**config.mk**
```make
export PLATFORM = sky130hd
export DESIGN_NAME = gp_port
export DESIGN_NICKNAME = d
export VERILOG_FILES = /design/src/design/gp_pkg.sv /design/src/design/gp_port.sv
export SDC_FILE = /design/constraint.sdc
export NUM_CORES = 1
export LEC_CHECK = 0
export BUFFER_PORTS_ARGS = -buffer_cell sky130_fd_sc_hd__buf_2
export CORE_MARGIN = 2
export CORE_UTILIZATION = 45
export CTS_CLUSTER_SIZE = 20
export DETAILED_ROUTE_END_ITERATION = 8
export PLACE_DENSITY = 0.81
export RECOVER_POWER = 50
export SYNTH_ARGS = -nofsm -noshare
export SYNTH_HDL_FRONTEND = slang
export SYNTH_SLANG_ARGS = --single-unit
```
**constraint.sdc**
```tcl
create_clock -name core_clk_i -period 2.33 [get_ports core_clk_i]
set_clock_uncertainty 0.2 [all_clocks]
set_input_delay 0.3495 -clock core_clk_i [delete_from_list [all_inputs] [get_ports core_clk_i]]
set_output_delay 0.3495 -clock core_clk_i [all_outputs]
set_load 0.01 [all_outputs]
```
**src/design/gp_pkg.sv**
```systemverilog
// package for the eight-pin general purpose port: types, reset values, access codes
package gp_pkg;
    localparam int GP_WIDTH = 8;

    // ----------------------------------------------------------------
    // reset values
    // ----------------------------------------------------------------
    localparam logic [7:0] GP_DIR_RST = 8'hff;
    localparam logic [7:0] GP_LAT_RST = 8'h00;
    localparam logic [7:0] GP_OD_RST = 8'h00;
    localparam logic [7:0] GP_SLEW_RST = 8'hff;
    localparam logic [7:0] GP_THR_RST = 8'hff;
    localparam logic [7:0] GP_ANA_RST = 8'hff;
    localparam logic [7:0] GP_RD_RST = 8'h00;

    // ----------------------------------------------------------------
    // register selection for the write port
    // ----------------------------------------------------------------
    typedef enum logic [2:0] {
        GP_SEL_PIN_DATA,
        GP_SEL_LATCH,
        GP_SEL_DIRECTION,
        GP_SEL_OPEN_DRAIN,
        GP_SEL_SLEW,
        GP_SEL_THRESHOLD,
        GP_SEL_ANALOG
    } gp_sel_t;

    typedef struct packed {
        logic [7:0] open_drain_select;
        logic [7:0] slew_limit_select;
        logic [7:0] input_threshold_select;
    } gp_pad_cfg_t;
endpackage

```
**src/design/gp_port.sv**
```systemverilog
// eight-pin general purpose port: control bits, latch, pin drive and readback
`timescale 1ns/1ps
module gp_port
    import gp_pkg::*;
#(
    parameter int WIDTH = GP_WIDTH
) (
    input wire logic core_clk_i,
    input wire logic rst_n_i,
    input wire logic wr_en_i,
    input wire gp_sel_t wr_sel_i,
    input wire logic [7:0] wr_data_i,
    input wire logic [7:0] wr_mask_i,
    input wire logic [7:0] pin_in_i,
    output logic [7:0] pin_out_o,
    output logic [7:0] pin_oe_o,
    output logic [7:0] port_pin_data_o,
    output logic [7:0] output_data_latch_o,
    output logic [7:0] pin_direction_select_o,
    output logic [7:0] analog_mode_select_o,
    output gp_pad_cfg_t pad_cfg_o
);
    // ----------------------------------------------------------------
    // parameter check
    // ----------------------------------------------------------------
    // the pin vectors are fixed at eight bits; any other width is refused
    if (WIDTH != GP_WIDTH) begin : g_width_chk
        $error("gp_port serves eight pins only");
    end

    // ----------------------------------------------------------------
    // state
    // ----------------------------------------------------------------
    logic [7:0] dir_r;
    logic [7:0] dir_nxt;
    logic [7:0] lat_r;
    logic [7:0] lat_nxt;
    logic [7:0] ana_r;
    logic [7:0] ana_nxt;
    logic [7:0] od_r;
    logic [7:0] od_nxt;
    logic [7:0] slew_r;
    logic [7:0] slew_nxt;
    logic [7:0] thr_r;
    logic [7:0] thr_nxt;
    logic [7:0] rd_r;
    logic [7:0] rd_nxt;
    logic [7:0] oe_r;
    logic [7:0] oe_nxt;
    logic [7:0] out_r;
    logic [7:0] out_nxt;

    // ----------------------------------------------------------------
    // helpers
    // ----------------------------------------------------------------
    // masked merge shared by every register write
    function automatic logic [7:0] merge(
        input logic [7:0] old_v,
        input logic [7:0] new_v,
        input logic [7:0] mask
    );
        merge = (old_v & ~mask) | (new_v & mask);
    endfunction

    // write strobe decode for one target register
    function automatic logic sel_hit(
        input logic en,
        input gp_sel_t sel,
        input gp_sel_t target
    );
        sel_hit = en && (sel == target);
    endfunction

    // open drain releases the pin for a latch one, so the enable carries the level
    function automatic logic [7:0] drive_enable(
        input logic [7:0] dir_v,
        input logic [7:0] od_v,
        input logic [7:0] lat_v
    );
        drive_enable = ~dir_v & ~(od_v & lat_v);
    endfunction

    // an open-drain pin only ever pulls low
    function automatic logic [7:0] drive_level(
        input logic [7:0] dir_v,
        input logic [7:0] od_v,
        input logic [7:0] lat_v
    );
        drive_level = lat_v & ~od_v & ~dir_v;
    endfunction

    // ----------------------------------------------------------------
    // write decode
    // ----------------------------------------------------------------
    wire wr_pin = sel_hit(wr_en_i, wr_sel_i, GP_SEL_PIN_DATA);
    wire wr_lat = sel_hit(wr_en_i, wr_sel_i, GP_SEL_LATCH);
    wire wr_dir = sel_hit(wr_en_i, wr_sel_i, GP_SEL_DIRECTION);
    wire wr_od = sel_hit(wr_en_i, wr_sel_i, GP_SEL_OPEN_DRAIN);
    wire wr_slew = sel_hit(wr_en_i, wr_sel_i, GP_SEL_SLEW);
    wire wr_thr = sel_hit(wr_en_i, wr_sel_i, GP_SEL_THRESHOLD);
    wire wr_ana = sel_hit(wr_en_i, wr_sel_i, GP_SEL_ANALOG);
    // the unused select code matches no target, so such a write changes nothing

    // ----------------------------------------------------------------
    // readback
    // ----------------------------------------------------------------
    // threshold choice is made in the analog pad; the core sees the resolved level
    wire [7:0] digital_in = pin_in_i & ~ana_r;
    // the readback flop costs one cycle of lag but keeps the data output registered
    assign rd_nxt = digital_in;

    // ----------------------------------------------------------------
    // output latch
    // ----------------------------------------------------------------
    // analog pins sample as zero here too, so a write can clear their latch bits
    wire [7:0] lat_wr_pin = merge(digital_in, wr_data_i, wr_mask_i);
    wire [7:0] lat_wr_lat = merge(lat_r, wr_data_i, wr_mask_i);
    assign lat_nxt = wr_pin ? lat_wr_pin :
                     wr_lat ? lat_wr_lat :
                     lat_r;

    // ----------------------------------------------------------------
    // direction and analog select
    // ----------------------------------------------------------------
    wire [7:0] dir_wr = merge(dir_r, wr_data_i, wr_mask_i);
    wire [7:0] ana_wr = merge(ana_r, wr_data_i, wr_mask_i);
    assign dir_nxt = wr_dir ? dir_wr : dir_r;
    assign ana_nxt = wr_ana ? ana_wr : ana_r;

    // ----------------------------------------------------------------
    // pad configuration
    // ----------------------------------------------------------------
    wire [7:0] od_wr = merge(od_r, wr_data_i, wr_mask_i);
    wire [7:0] slew_wr = merge(slew_r, wr_data_i, wr_mask_i);
    wire [7:0] thr_wr = merge(thr_r, wr_data_i, wr_mask_i);
    assign od_nxt = wr_od ? od_wr : od_r;
    assign slew_nxt = wr_slew ? slew_wr : slew_r;
    // a change here can glitch the pad input; software keeps peripherals off meanwhile
    assign thr_nxt = wr_thr ? thr_wr : thr_r;

    // ----------------------------------------------------------------
    // pin drive
    // ----------------------------------------------------------------
    // built from next values, so the drive flops move at the same edge as the latch
    assign oe_nxt = drive_enable(dir_nxt, od_nxt, lat_nxt);
    assign out_nxt = drive_level(dir_nxt, od_nxt, lat_nxt);

    // ----------------------------------------------------------------
    // registers
    // ----------------------------------------------------------------
    always_ff @(posedge core_clk_i) begin
        if (!rst_n_i) begin
            dir_r <= GP_DIR_RST;
        end else begin
            dir_r <= dir_nxt;
        end
    end

    always_ff @(posedge core_clk_i) begin
        if (!rst_n_i) begin
            lat_r <= GP_LAT_RST;
        end else begin
            lat_r <= lat_nxt;
        end
    end

    always_ff @(posedge core_clk_i) begin
        if (!rst_n_i) begin
            ana_r <= GP_ANA_RST;
        end else begin
            ana_r <= ana_nxt;
        end
    end

    always_ff @(posedge core_clk_i) begin
        if (!rst_n_i) begin
            od_r <= GP_OD_RST;
        end else begin
            od_r <= od_nxt;
        end
    end

    always_ff @(posedge core_clk_i) begin
        if (!rst_n_i) begin
            slew_r <= GP_SLEW_RST;
        end else begin
            slew_r <= slew_nxt;
        end
    end

    always_ff @(posedge core_clk_i) begin
        if (!rst_n_i) begin
            thr_r <= GP_THR_RST;
        end else begin
            thr_r <= thr_nxt;
        end
    end

    always_ff @(posedge core_clk_i) begin
        if (!rst_n_i) begin
            rd_r <= GP_RD_RST;
        end else begin
            rd_r <= rd_nxt;
        end
    end

    always_ff @(posedge core_clk_i) begin
        if (!rst_n_i) begin
            oe_r <= drive_enable(GP_DIR_RST, GP_OD_RST, GP_LAT_RST);
        end else begin
            oe_r <= oe_nxt;
        end
    end

    always_ff @(posedge core_clk_i) begin
        if (!rst_n_i) begin
            out_r <= drive_level(GP_DIR_RST, GP_OD_RST, GP_LAT_RST);
        end else begin
            out_r <= out_nxt;
        end
    end

    // ----------------------------------------------------------------
    // outputs
    // ----------------------------------------------------------------
    assign pin_out_o = out_r;
    assign pin_oe_o = oe_r;
    assign port_pin_data_o = rd_r;
    assign output_data_latch_o = lat_r;
    assign pin_direction_select_o = dir_r;
    assign analog_mode_select_o = ana_r;
    assign pad_cfg_o = '{od_r, slew_r, thr_r};
endmodule

```
# ---- Word level (Yosys, flattened, before mapping)
# Cells that the tools add are included.
dict set report totals {
  output_inout_bits 72
  ff_bits 72
}
dict set report op_classes {
  n_eq_ne 6
  n_bitwise 25
  reduce_logical 8
  mux 4
}
# operator n
set ops {}
lappend ops {{8-bit AND} 13}
lappend ops {{8-bit bitwise OR} 7}
lappend ops {{8-bit NOT} 5}
lappend ops {{8-bit 2-to-1 mux} 4}
lappend ops {{3-bit == test (second input constant)} 3}
lappend ops {{1-bit logical AND} 7}
lappend ops {{3-bit by 2-bit == test with 1-bit output (second input constant)} 2}
lappend ops {{3-bit by 1-bit == test with 1-bit output (second input constant)} 1}
lappend ops {{3-bit zero test} 1}

# ---- Depth between registers and ports, before layout
# Gate-level depths: netlist of the first run.
dict set report depth {
  word_depth 8
  ltp_mapped 6
  ltp_nobuf 4
}

# ---- Worst setup path before layout of the first run
# Ideal clock, no wire load.
dict set report synth_timing {
  kind {input-to-reg}
  start {input port wr_sel_i[0]}
  end {register out_r[4], in the netlist pin_out_o[4]}
  setup_slack_ns 0.720
  arrival_ns 1.338
  path_stages 5
  cell_sequence {and4bb_1 buf_4 a21boi_1 a311o_1 nor3b_2}
}
dict set report synth_between {
  elab_chain_len 6
  elab_cells_between_ends 16
}
# item line
set synth_rtl {}
lappend synth_rtl {{from (decl)} gp_port.sv:11} ;# input wire gp_sel_t wr_sel_i,
lappend synth_rtl {{3-bit by 1-bit == test with 1-bit output or 3-bit by 2-bit == test with 1-bit output (tied branches)} gp_port.sv:71} ;# sel_hit = en && (sel == target);
lappend synth_rtl {{1-bit logical AND} gp_port.sv:71}
lappend synth_rtl {{8-bit 2-to-1 mux (on tied branches)} {gp_port.sv:119, gp_port.sv:136}}
lappend synth_rtl {{8-bit 2-to-1 mux or 8-bit NOT (tied branches)} {gp_port.sv:118, gp_port.sv:89}}
lappend synth_rtl {{8-bit AND} gp_port.sv:89} ;# drive_level = lat_v & ~od_v & ~dir_v;
lappend synth_rtl {{8-bit AND *} gp_port.sv:89}
lappend synth_rtl {{to (signal assigned)} gp_port.sv:217} ;# out_r <= drive_level(GP_DIR_RST, GP_OD_RST, GP_LAT_RST);
lappend synth_rtl {{to (signal assigned)} gp_port.sv:219} ;# out_r <= out_nxt;
lappend synth_rtl {{to (decl)} gp_port.sv:50} ;# logic [7:0] out_r;
# Every way passes the cells marked *; elsewhere a longest branch is shown, timed or not.
# A chain may end at the register's enable or synchronous reset.

==> flow_summary_export.csv, run 1 <==
group,metric,value,unit
floorplan,floorplan.die_area,6850,um^2
floorplan,start_util,46.9,%
clock_network,insertion_delay,0.35,ns
place,gp_congestion,0.807,
power,comb_power_share,7.9,%
place,io_buffers,101,
timing,layout_worst_path_cycle_share,86.8,%
power,p_sw,598,uW
synthesis,synthFlopType,"dfxtp_1",
clock_network,post_cts_buffers,0,
final_layout,num-fill-cells,587,
routing,wl_per_cell,15.5,um
flow_run,cap_viol_max_count,0,
global_routing,grt_usage,22.9,%
timing,setup_tns,0,ns
clock_network,ctsHoldBuffers,0,
routing,ant_nets,0,
clock_network,cts_tree,"yes",
setup_path,cp-start-kind,"primary input",
setup_path,slowest_stage,"inv_1",
floorplan,core,5960,um^2
floorplan,io_pins,102,
setup_path,cp.arrival,2.08,ns
setup_path,cpPeakStageDelay,0.55,ns
synthesis,ys_seq_area_share,51.6,%
final_layout,area_growth,24.6,%
setup_path,required,2.39,ns
power,pwr-share-clk,41.9,%
synthesis,syn_inst,314,
place,place_ws,0.188,ns
timing,slew_violations,0,
global_routing,grt_max_degree,20,
outcome,status,"finished clean",
timing,slew_headroom,42.1,%
timing,rsz0062_at_grt,"false",
timing,max_freq,0.495,GHz
final_layout,final_common_cell,"dfxtp_1",
clock_network,cts_resized,0,
timing,tightest_slew,0.869,ns
routing,drc,0,
synthesis,synth_nets,344,
hold_path,min_path_type,"primary input to flip-flop",
clock_network,clk_path_buf_depth,2,
floorplan,rows,28,
synthesis,synth_edf_count,0,
final_layout,nNetsFinal,439,
floorplan,die_h,82.8,um
setup_path,worstPathCellList,"clkbuf_1 -> inv_1 -> a311o_1 -> nor3b_1",
clock_network,numCtsBuffers,9,
timing,postLayoutSetupSlackWorst,0.308,ns
setup_path,worst-path-buf-inv,2,
power,powerDensity,724,nW/um^2
synthesis,yosysWarnings,0,
routing,drt_wl_total,7570,um
power,p_leak,1.44,nW
synthesis,syn-cell-area,2790,um^2
routing,first_pass_iters,5,
power,p_int,1.92,mW
global_routing,antenna_found_initial,0,
setup_path,criticalPathCategory,"primary input to flip-flop",
synthesis,synth_cell_types,33,
timing,finalSetupViolations,0,
routing,vias,2665,
final_layout,n_antenna_cell,0,
clock_network,numClockSinks,72,
power,ir_drop,412,uV
clock_network,cts.root.buffer_cell,"clkbuf_8",
global_routing,grt_pass1_wl,11400,um
synthesis,async_flop_share,0,%
global_routing,overflow,0,
power,seqPwrFrac,50.2,%
routing,avgViaCountPerCell,5.45,
final_layout,drive_gt1_share,18.6,%
timing,hold_viol_final,0,
floorplan,die_w,82.8,um
setup_path,critPathTopFamily,"buffers and inverters",
synthesis,syn_area_per_cell,8.89,um^2
final_layout,final_cell_mix,"dfxtp_1 (72), nand2_1 (62), clkbuf_1 (54)",
power,switching_share,23.8,%
clock_network,cts.reportedPaths.clkPinSlew,0.07,ns
routing,drt_iter0_markers,188,
setup_path,cp-end-kind,"flip-flop",
place,dp_hpwl,4930,um
setup_path,critPathMaxFanout,19,
synthesis,ys_ff_latch,72,
timing,post-route-min-period,2.02,ns
clock_network,cts_max_level,3,
global_routing,grt_pass1_vias,2331,
-- power groups by stage --
stage,sequential [mW],combinational [mW],clock (mW)
finish,1.26,0.199,1.06
detailed placement,1.29,0.203,0
global placement,1.29,0.199,0
global route,1.26,0.219,1.14
CTS,1.26,0.206,1.08
floorplan,1.30,0.101,0
-- cells by family after synthesis --
logic type,Yosys count,share of synthesized area [%]
compound gates,49,12.2
buf+inv,29,4.39
flops,72,51.6
mux,7,2.69
simple gates,157,29.1
-- Yosys cell counts (3+ instances only) --
master     number  share of area (%)
clkbuf_1       14                1.9
o2bb2ai_1       5                1.6
and2_1          9                2.0
nor3_1          3               0.54
nor4b_1         5                1.6
a21oi_1        11                2.0
a21o_1          3               0.81
a22oi_1         3               0.81
nor3b_1        12                3.2
nand2_1        62                8.3
nand3_1        51                9.1
a311o_1         4                1.4
o41ai_1         3               0.94
buf_2           5               0.90
inv_1           4               0.54
o21ai_1        12                2.2
mux2i_1         3                1.1
o21ba_1         3                1.1
and4b_1         3                1.1
dfxtp_1        72                 52
nor2_1          6               0.81
mux2_2          4                1.6
-- final timing paths --
check / from / to / slack [ns] / cells after the start
min reg2reg: flip-flop / flip-flop / 0.26 / 2
min: pin_in_i[2] / port_pin_data_o[2]$_SDFF_PN0_ / 0.05 / 3
max reg2reg: flip-flop / pin_out_o[7]$_SDFF_PN0_ / 0.86 / 4
max: rst_n_i / pin_out_o[6]$_SDFF_PN0_ / 0.31 / 4
-- per-stage QoR --
stage / power, mW / cells / area (um^2) / hold slack, ns / util, %
floorplan: 1.40 / 314 / 2790 / 0.290 / -
global placement: 1.49 / 473 / 3360 / 0.243 / 56.4
detailed placement: 1.49 / 473 / 3360 / 0.249 / 56.4
CTS: 2.55 / 489 / 3570 / 0.0389 / 59.9
global route: 2.62 / 489 / 3480 / 0.0426 / 58.4
finish: 2.52 / 489 / 3480 / 0.0517 / 58.4
-- final cells by class --
class                      count  area, um^2  area share (%)
clock buffer                  10         128            3.67
clock inverter                 6        83.8            2.41
inverter                       6        22.5           0.647
multi-input combinational    213        1230            35.5
sequential                    72        1440            41.4
tap                           75        93.8            2.70
timing repair buffer         107         477            13.7
-- routing by layer --
metal  track usage [%]  share of wire [%]  up-vias
met5                 0                  0        -
met4              9.67                1.1        0
met3              6.49                 10        7
met2              34.3                 45      142
met1              31.1                 44     1225
li1                  -                  -     1291
-- worst min-delay path, cell delays in order --
cell	delay, ns
buf_2	0.10
inv_1	0.06
nor3_1	0.05
No activity file was read; power rests on OpenSTA's default activity.
==> run 2, diff against run 1 <==
CELL_PAD_IN_SITES_DETAIL_PLACEMENT = 1   (was unset)
CELL_PAD_IN_SITES_GLOBAL_PLACEMENT = 2   (was unset)
CORE_UTILIZATION = 30   (was 45)
PLACE_DENSITY = 0.91   (was 0.81)
==> flow_summary_export.csv, run 2 (synthesis gave the netlist of run 1 again) <==
group,metric,value,unit
setup_path,r2r_cells,4,
hold_path,worstHoldPathCells,3,
place,dpl.cell_count,510,
routing,wl_per_cell,16.7,um
final_layout,drive_gt1_share,18.3,%
routing,vias,2655,
final_layout,final_common_cell,"dfxtp_1",
floorplan,io_pins,102,
clock_network,cts_resized,0,
flow_run,cap_viol_max_count,0,
routing,drt_wl_total,8780,um
clock_network,numCtsBuffers,9,
clock_network,cts_max_level,3,
global_routing,grt_pass1_vias,2677,
floorplan,die_w,100,um
timing,post-route-min-period,1.98,ns
setup_path,r2r_end,"pin_out_o[5]$_SDFF_PN0_",
power,ir_drop,305,uV
clock_network,numClockSinks,72,
global_routing,grt_pass1_wl,13800,um
power,finalPower,2.54,mW
global_routing,antenna_found_initial,0,
clock_network,cts.reportedPaths.clkPinSlew,0.07,ns
setup_path,worstPathCellList,"clkbuf_1 -> inv_1 -> a311o_1 -> nor3b_1",
setup_path,cp-end-kind,"flip-flop",
setup_path,cp.arrival,2.03,ns
timing,hold_viol_final,0,
global_routing,use_met1,22.3,%
floorplan,die_h,100,um
timing,rsz0062_at_grt,"false",
hold_path,min_from,"pin_in_i[1]",
final_layout,area_growth,27.7,%
routing,drc,0,
routing,first_pass_iters,4,
timing,tightest_slew,0.792,ns
setup_path,required,2.39,ns
setup_path,cp-start-kind,"primary input",
clock_network,cts_tree,"yes",
global_routing,grt.busiest_layer,"met2",
final_layout,stdcell_area,3570,um^2
clock_network,clk_path_buf_depth,2,
setup_path,worst-path-buf-inv,2,
setup_path,slowest_stage,"inv_1",
floorplan,floorplan.die_area,10100,um^2
timing,max_freq,0.506,GHz
routing,drt_iter0_markers,74,
final_layout,num-fill-cells,1113,
setup_path,path_depth,4,
setup_path,crit_path_start,"rst_n_i",
place,dp_hpwl,6390,um
final_layout,fin_cells,526,
hold_path,hold_end,"port_pin_data_o[1]$_SDFF_PN0_",
routing,avgViaCountPerCell,5.05,
clock_network,cts.root.buffer_cell,"clkbuf_8",
setup_path,r2r_slack,0.86,ns
timing,setup_tns,0,ns
power,powerDensity,713,nW/um^2
global_routing,grtUsageMet2,28.8,%
floorplan,start_util,30.5,%
setup_path,critPathMaxFanout,19,
outcome,status,"finished clean",
global_routing,use_met3,5.55,%
setup_path,cpPeakStageDelay,0.54,ns
global_routing,grt_usage,17.8,%
setup_path,critPathTopFamily,"buffers and inverters",
place,gp_congestion,0.805,
final_layout,final_cell_mix,"dfxtp_1 (72), nand2_1 (62), clkbuf_1 (57)",
timing,layout_worst_path_cycle_share,84.8,%
global_routing,overflow,0,
hold_path,min_path_type,"primary input to flip-flop",
place,place_area,3420,um^2
final_layout,n_antenna_cell,0,
timing,slew_violations,0,
clock_network,ctsHoldBuffers,0,
global_routing,grt_max_degree,27,
timing,finalSetupViolations,0,
clock_network,insertion_delay,0.34,ns
setup_path,criticalPathCategory,"primary input to flip-flop",
power,p_leak,1.45,nW
floorplan,core,9150,um^2
floorplan,rows,35,
timing,slew_headroom,47.2,%
clock_network,post_cts_buffers,0,
final_layout,multi_input_area,1250,um^2
place,io_buffers,101,
routing,ant_nets,0,
final_layout,seq_area,1440,um^2
final_layout,nNetsFinal,440,
[run 2: cell types whose count changed in the layout (fill, tap and decap cells not counted), sizes merged]
cell	previous run	this run
clkinv	4	1
clkbuf	64	68
[run 2: worst min-delay path, delay by kind of cell]
family	cells	cell delay, ns
buf+inv	2	0.15
simple gates	1	0.05
[run 2: worst max-delay path by stage]
stage	end	slack, ns
2_1_floorplan	pin_out_o[4]$_SDFF_PN0_	0.72
3_3_place_gp	pin_out_o[6]$_SDFF_PN0_	0.36
3_5_place_dp	pin_out_o[3]$_SDFF_PN0_	0.24
4_1_cts	pin_out_o[3]$_SDFF_PN0_	0.58
5_1_grt	pin_out_o[3]$_SDFF_PN0_	0.28
6_report	pin_out_o[3]$_SDFF_PN0_	0.35
[run 2: power breakdown]
part           switching [mW]  internal (mW)  leakage [nW]
logic                   0.134         0.0719         0.762
clock network           0.441          0.632         0.108
registers              0.0127           1.25         0.583
[run 2: metrics by stage]
stage	hold slack (ns)	worst slack (ns)	utilization, %
global route	0.0565	0.281	39.0
detailed placement	0.259	0.244	37.4
CTS	0.0378	0.575	39.7
floorplan	0.290	0.720	-
finish	0.0502	0.355	39.0
global placement	0.244	0.364	37.4
[run 2: per-layer routing]
metal / vias up / part of all wire [%]
li1: 1293 / -
met1: 1277 / 45
met2: 78 / 47
met3: 7 / 7.2
met4: 0 / 0.85
met5: - / 0
[run 2: layout make-up]
type	count	share of cell area [%]
Clock buffer	13	4.18
Clock inverter	3	1.82
Inverter	6	0.632
Multi-Input combinational cell	213	35.0
Sequential cell	72	40.4
Tap cell	111	3.89
Timing Repair Buffer	108	14.0
==> run 3, diff against run 2 <==
ABC_AREA = 1   (was unset)
CORE_UTILIZATION = 27   (was 30)
PLACE_DENSITY = 0.87   (was 0.91)
clock period = 1.9 ns   (was 2.33 ns; I/O delays follow)
==> flow_summary_export.csv, run 3 <==
group,metric,value,unit
outcome,status,"finished clean",
routing,avgViaCountPerCell,4.65,
final_layout,n_antenna_cell,0,
power,p_leak,1.69,nW
setup_path,critPathMaxFanout,15,
power,comb_power_share,9.0,%
global_routing,grt_max_degree,29,
setup_path,cp.arrival,1.61,ns
place,gp_congestion,0.760,
synthesis,synth_area_leader_cell,"dfxtp_1",
final_layout,nNetsFinal,536,
hold_path,worstHoldPathCells,3,
synthesis,synth_nets,420,
timing,setup_tns,0,ns
routing,wl_per_cell,14.7,um
timing,post-route-min-period,1.61,ns
setup_path,r2r_cells,7,
clock_network,cts_max_level,3,
power,seqPwrFrac,50.8,%
power,switching_share,26.0,%
power,ir_drop,295,uV
floorplan,start_util,28.1,%
setup_path,cp-start-kind,"primary input",
global_routing,grt_usage,17.0,%
place,dp_hpwl,7030,um
place,dpl.cell_count,624,
clock_network,insertion_delay,0.34,ns
timing,max_freq,0.620,GHz
floorplan,io_pins,102,
power,finalPower,3.06,mW
final_layout,num-fill-cells,1330,
timing,layout_worst_path_cycle_share,84.9,%
timing,slew_headroom,45.0,%
setup_path,required,1.90,ns
synthesis,ys_ff_latch,72,
clock_network,cts.root.buffer_cell,"clkbuf_8",
synthesis,synth_area_leaders,"dfxtp_1 (49%), nand2_1 (14%), o21ai_0 (6.5%)",
synthesis,synth_cell_types,20,
setup_path,criticalPathCategory,"primary input to flip-flop",
synthesis,synth_common_cells,"nand2_1 (112), dfxtp_1 (72), inv_1 (50)",
setup_path,r2r_slack,0.61,ns
synthesis,synthFlopType,"dfxtp_1",
clock_network,clk_path_buf_depth,2,
global_routing,overflow,0,
clock_network,cts.reportedPaths.clkPinSlew,0.08,ns
final_layout,multi_input_area,1200,um^2
power,p_int,2.26,mW
synthesis,synth.most_common_cell,"nand2_1",
global_routing,grt_pass1_vias,3177,
power,pwr-share-clk,40.2,%
routing,vias,3003,
final_layout,drive_gt1_share,19.6,%
setup_path,cp-end-kind,"flip-flop",
floorplan,floorplan.die_area,11700,um^2
synthesis,ys_seq_area_share,49.3,%
final_layout,area_growth,29.3,%
floorplan,die_h,108,um
routing,first_pass_iters,4,
timing,rsz0062_at_grt,"false",
global_routing,antenna_found_initial,0,
clock_network,cts_tree,"yes",
floorplan,core,10400,um^2
setup_path,cpMostUsedCell,"clkbuf_1",
timing,finalSetupViolations,0,
floorplan,die_w,108,um
final_layout,final_cell_mix,"nand2_1 (113), buf_2 (73), dfxtp_1 (72)",
clock_network,numCtsBuffers,9,
synthesis,syn-cell-area,2920,um^2
final_layout,seq_area,1440,um^2
setup_path,worstPathCellList,"clkbuf_1 -> inv_1 -> clkbuf_1 -> nor2_1",
setup_path,cpPeakStageDelay,0.68,ns
routing,drt_iter0_markers,49,
synthesis,yosysWarnings,0,
timing,slew_violations,0,
global_routing,grt_pass1_wl,15200,um
routing,ant_nets,0,
synthesis,syn_inst,390,
routing,drc,0,
timing,hold_viol_final,0,
flow_run,cap_viol_max_count,0,
timing,hold_ws,0.0213,ns
synthesis,synth_top_cell_area_share,49.3,%
routing,drt_wl_total,9480,um
power,p_sw,796,uW
synthesis,async_flop_share,0,%
clock_network,numClockSinks,72,
final_layout,fin_cells,646,
place,io_buffers,101,
power,powerDensity,809,nW/um^2
final_layout,final_common_cell,"nand2_1",
synthesis,syn_area_per_cell,7.50,um^2
floorplan,rows,37,
setup_path,slowest_stage,"clkbuf_1",
synthesis,synth_edf_count,0,
clock_network,post_cts_buffers,0,
hold_path,min_path_type,"primary input to flip-flop",
timing,tightest_slew,0.825,ns
==> run 3: cell type report <==
cell class,count,area share [%]
flip-flops and latches,72,38.1
multi-input cells,255,31.6
repair buffers,116,15.4
inverters,52,5.16
well taps,136,4.50
clock buffers,10,3.64
clock inverters,5,1.52
==> run 3: final timing paths <==
check / startpoint / end
max: rst_n_i / port_pin_data_o[7]$_SDFF_PN0_
min: pin_in_i[7] / port_pin_data_o[7]$_SDFF_PN0_
max reg2reg: pin_direction_select_o[5]$_SDFF_PN1_ / pin_out_o[5]$_SDFF_PN0_
min reg2reg: flip-flop / port_pin_data_o[6]$_SDFF_PN0_
==> run 3: worst max-delay path, delay by kind of cell <==
kind / cells / cell delay, ns
AND/OR/NAND/NOR: 1 / 0.13
buffers and inverters: 3 / 1.18
==> run 3: kinds of logic after synthesis <==
group | synth area share (%)
DFF | 49.3
and+or+nand+nor | 24.5
AOI/OAI and AO/OA | 16.8
buffers and inverters | 9.46
==> run 3: power by group through the flow <==
stage	clock, mW	sequential [mW]	combinational (mW)
after floorplan	0	1.60	0.137
after global placement	0	1.59	0.267
after detailed placement	0	1.59	0.276
after CTS	1.27	1.55	0.288
after global routing	1.33	1.56	0.314
final	1.23	1.55	0.277
==> run 3: repair_timing <==
action | 4_1_cts | 5_1_grt
hold endpoints to repair | 7 | 0
gates resized for setup | 0 | 0
hold buffers | 7 | 0
==> run 3: stage by stage <==
stage                     setup slack (ns)  cell area (um^2)  utilization (%)
after floorplan                      0.541              2920                -
after global placement               0.249              3580             34.4
after detailed placement             0.116              3580             34.4
after CTS                            0.439              3840             36.9
after global routing                 0.183              3780             36.3
final                                0.287              3780             36.3
==> run 3: routing by layer <==
layer / vias to the layer above / share of wire (%) / wire, um / global-route usage [%]
li1: 1482 / - / - / -
met3: 10 / 5.6 / 532 / 4.10
met5: - / 0 / 0 / 0
met2: 83 / 50 / 4740 / 31.0
met1: 1428 / 43 / 4070 / 19.1
met4: 0 / 1.4 / 137 / 6.59
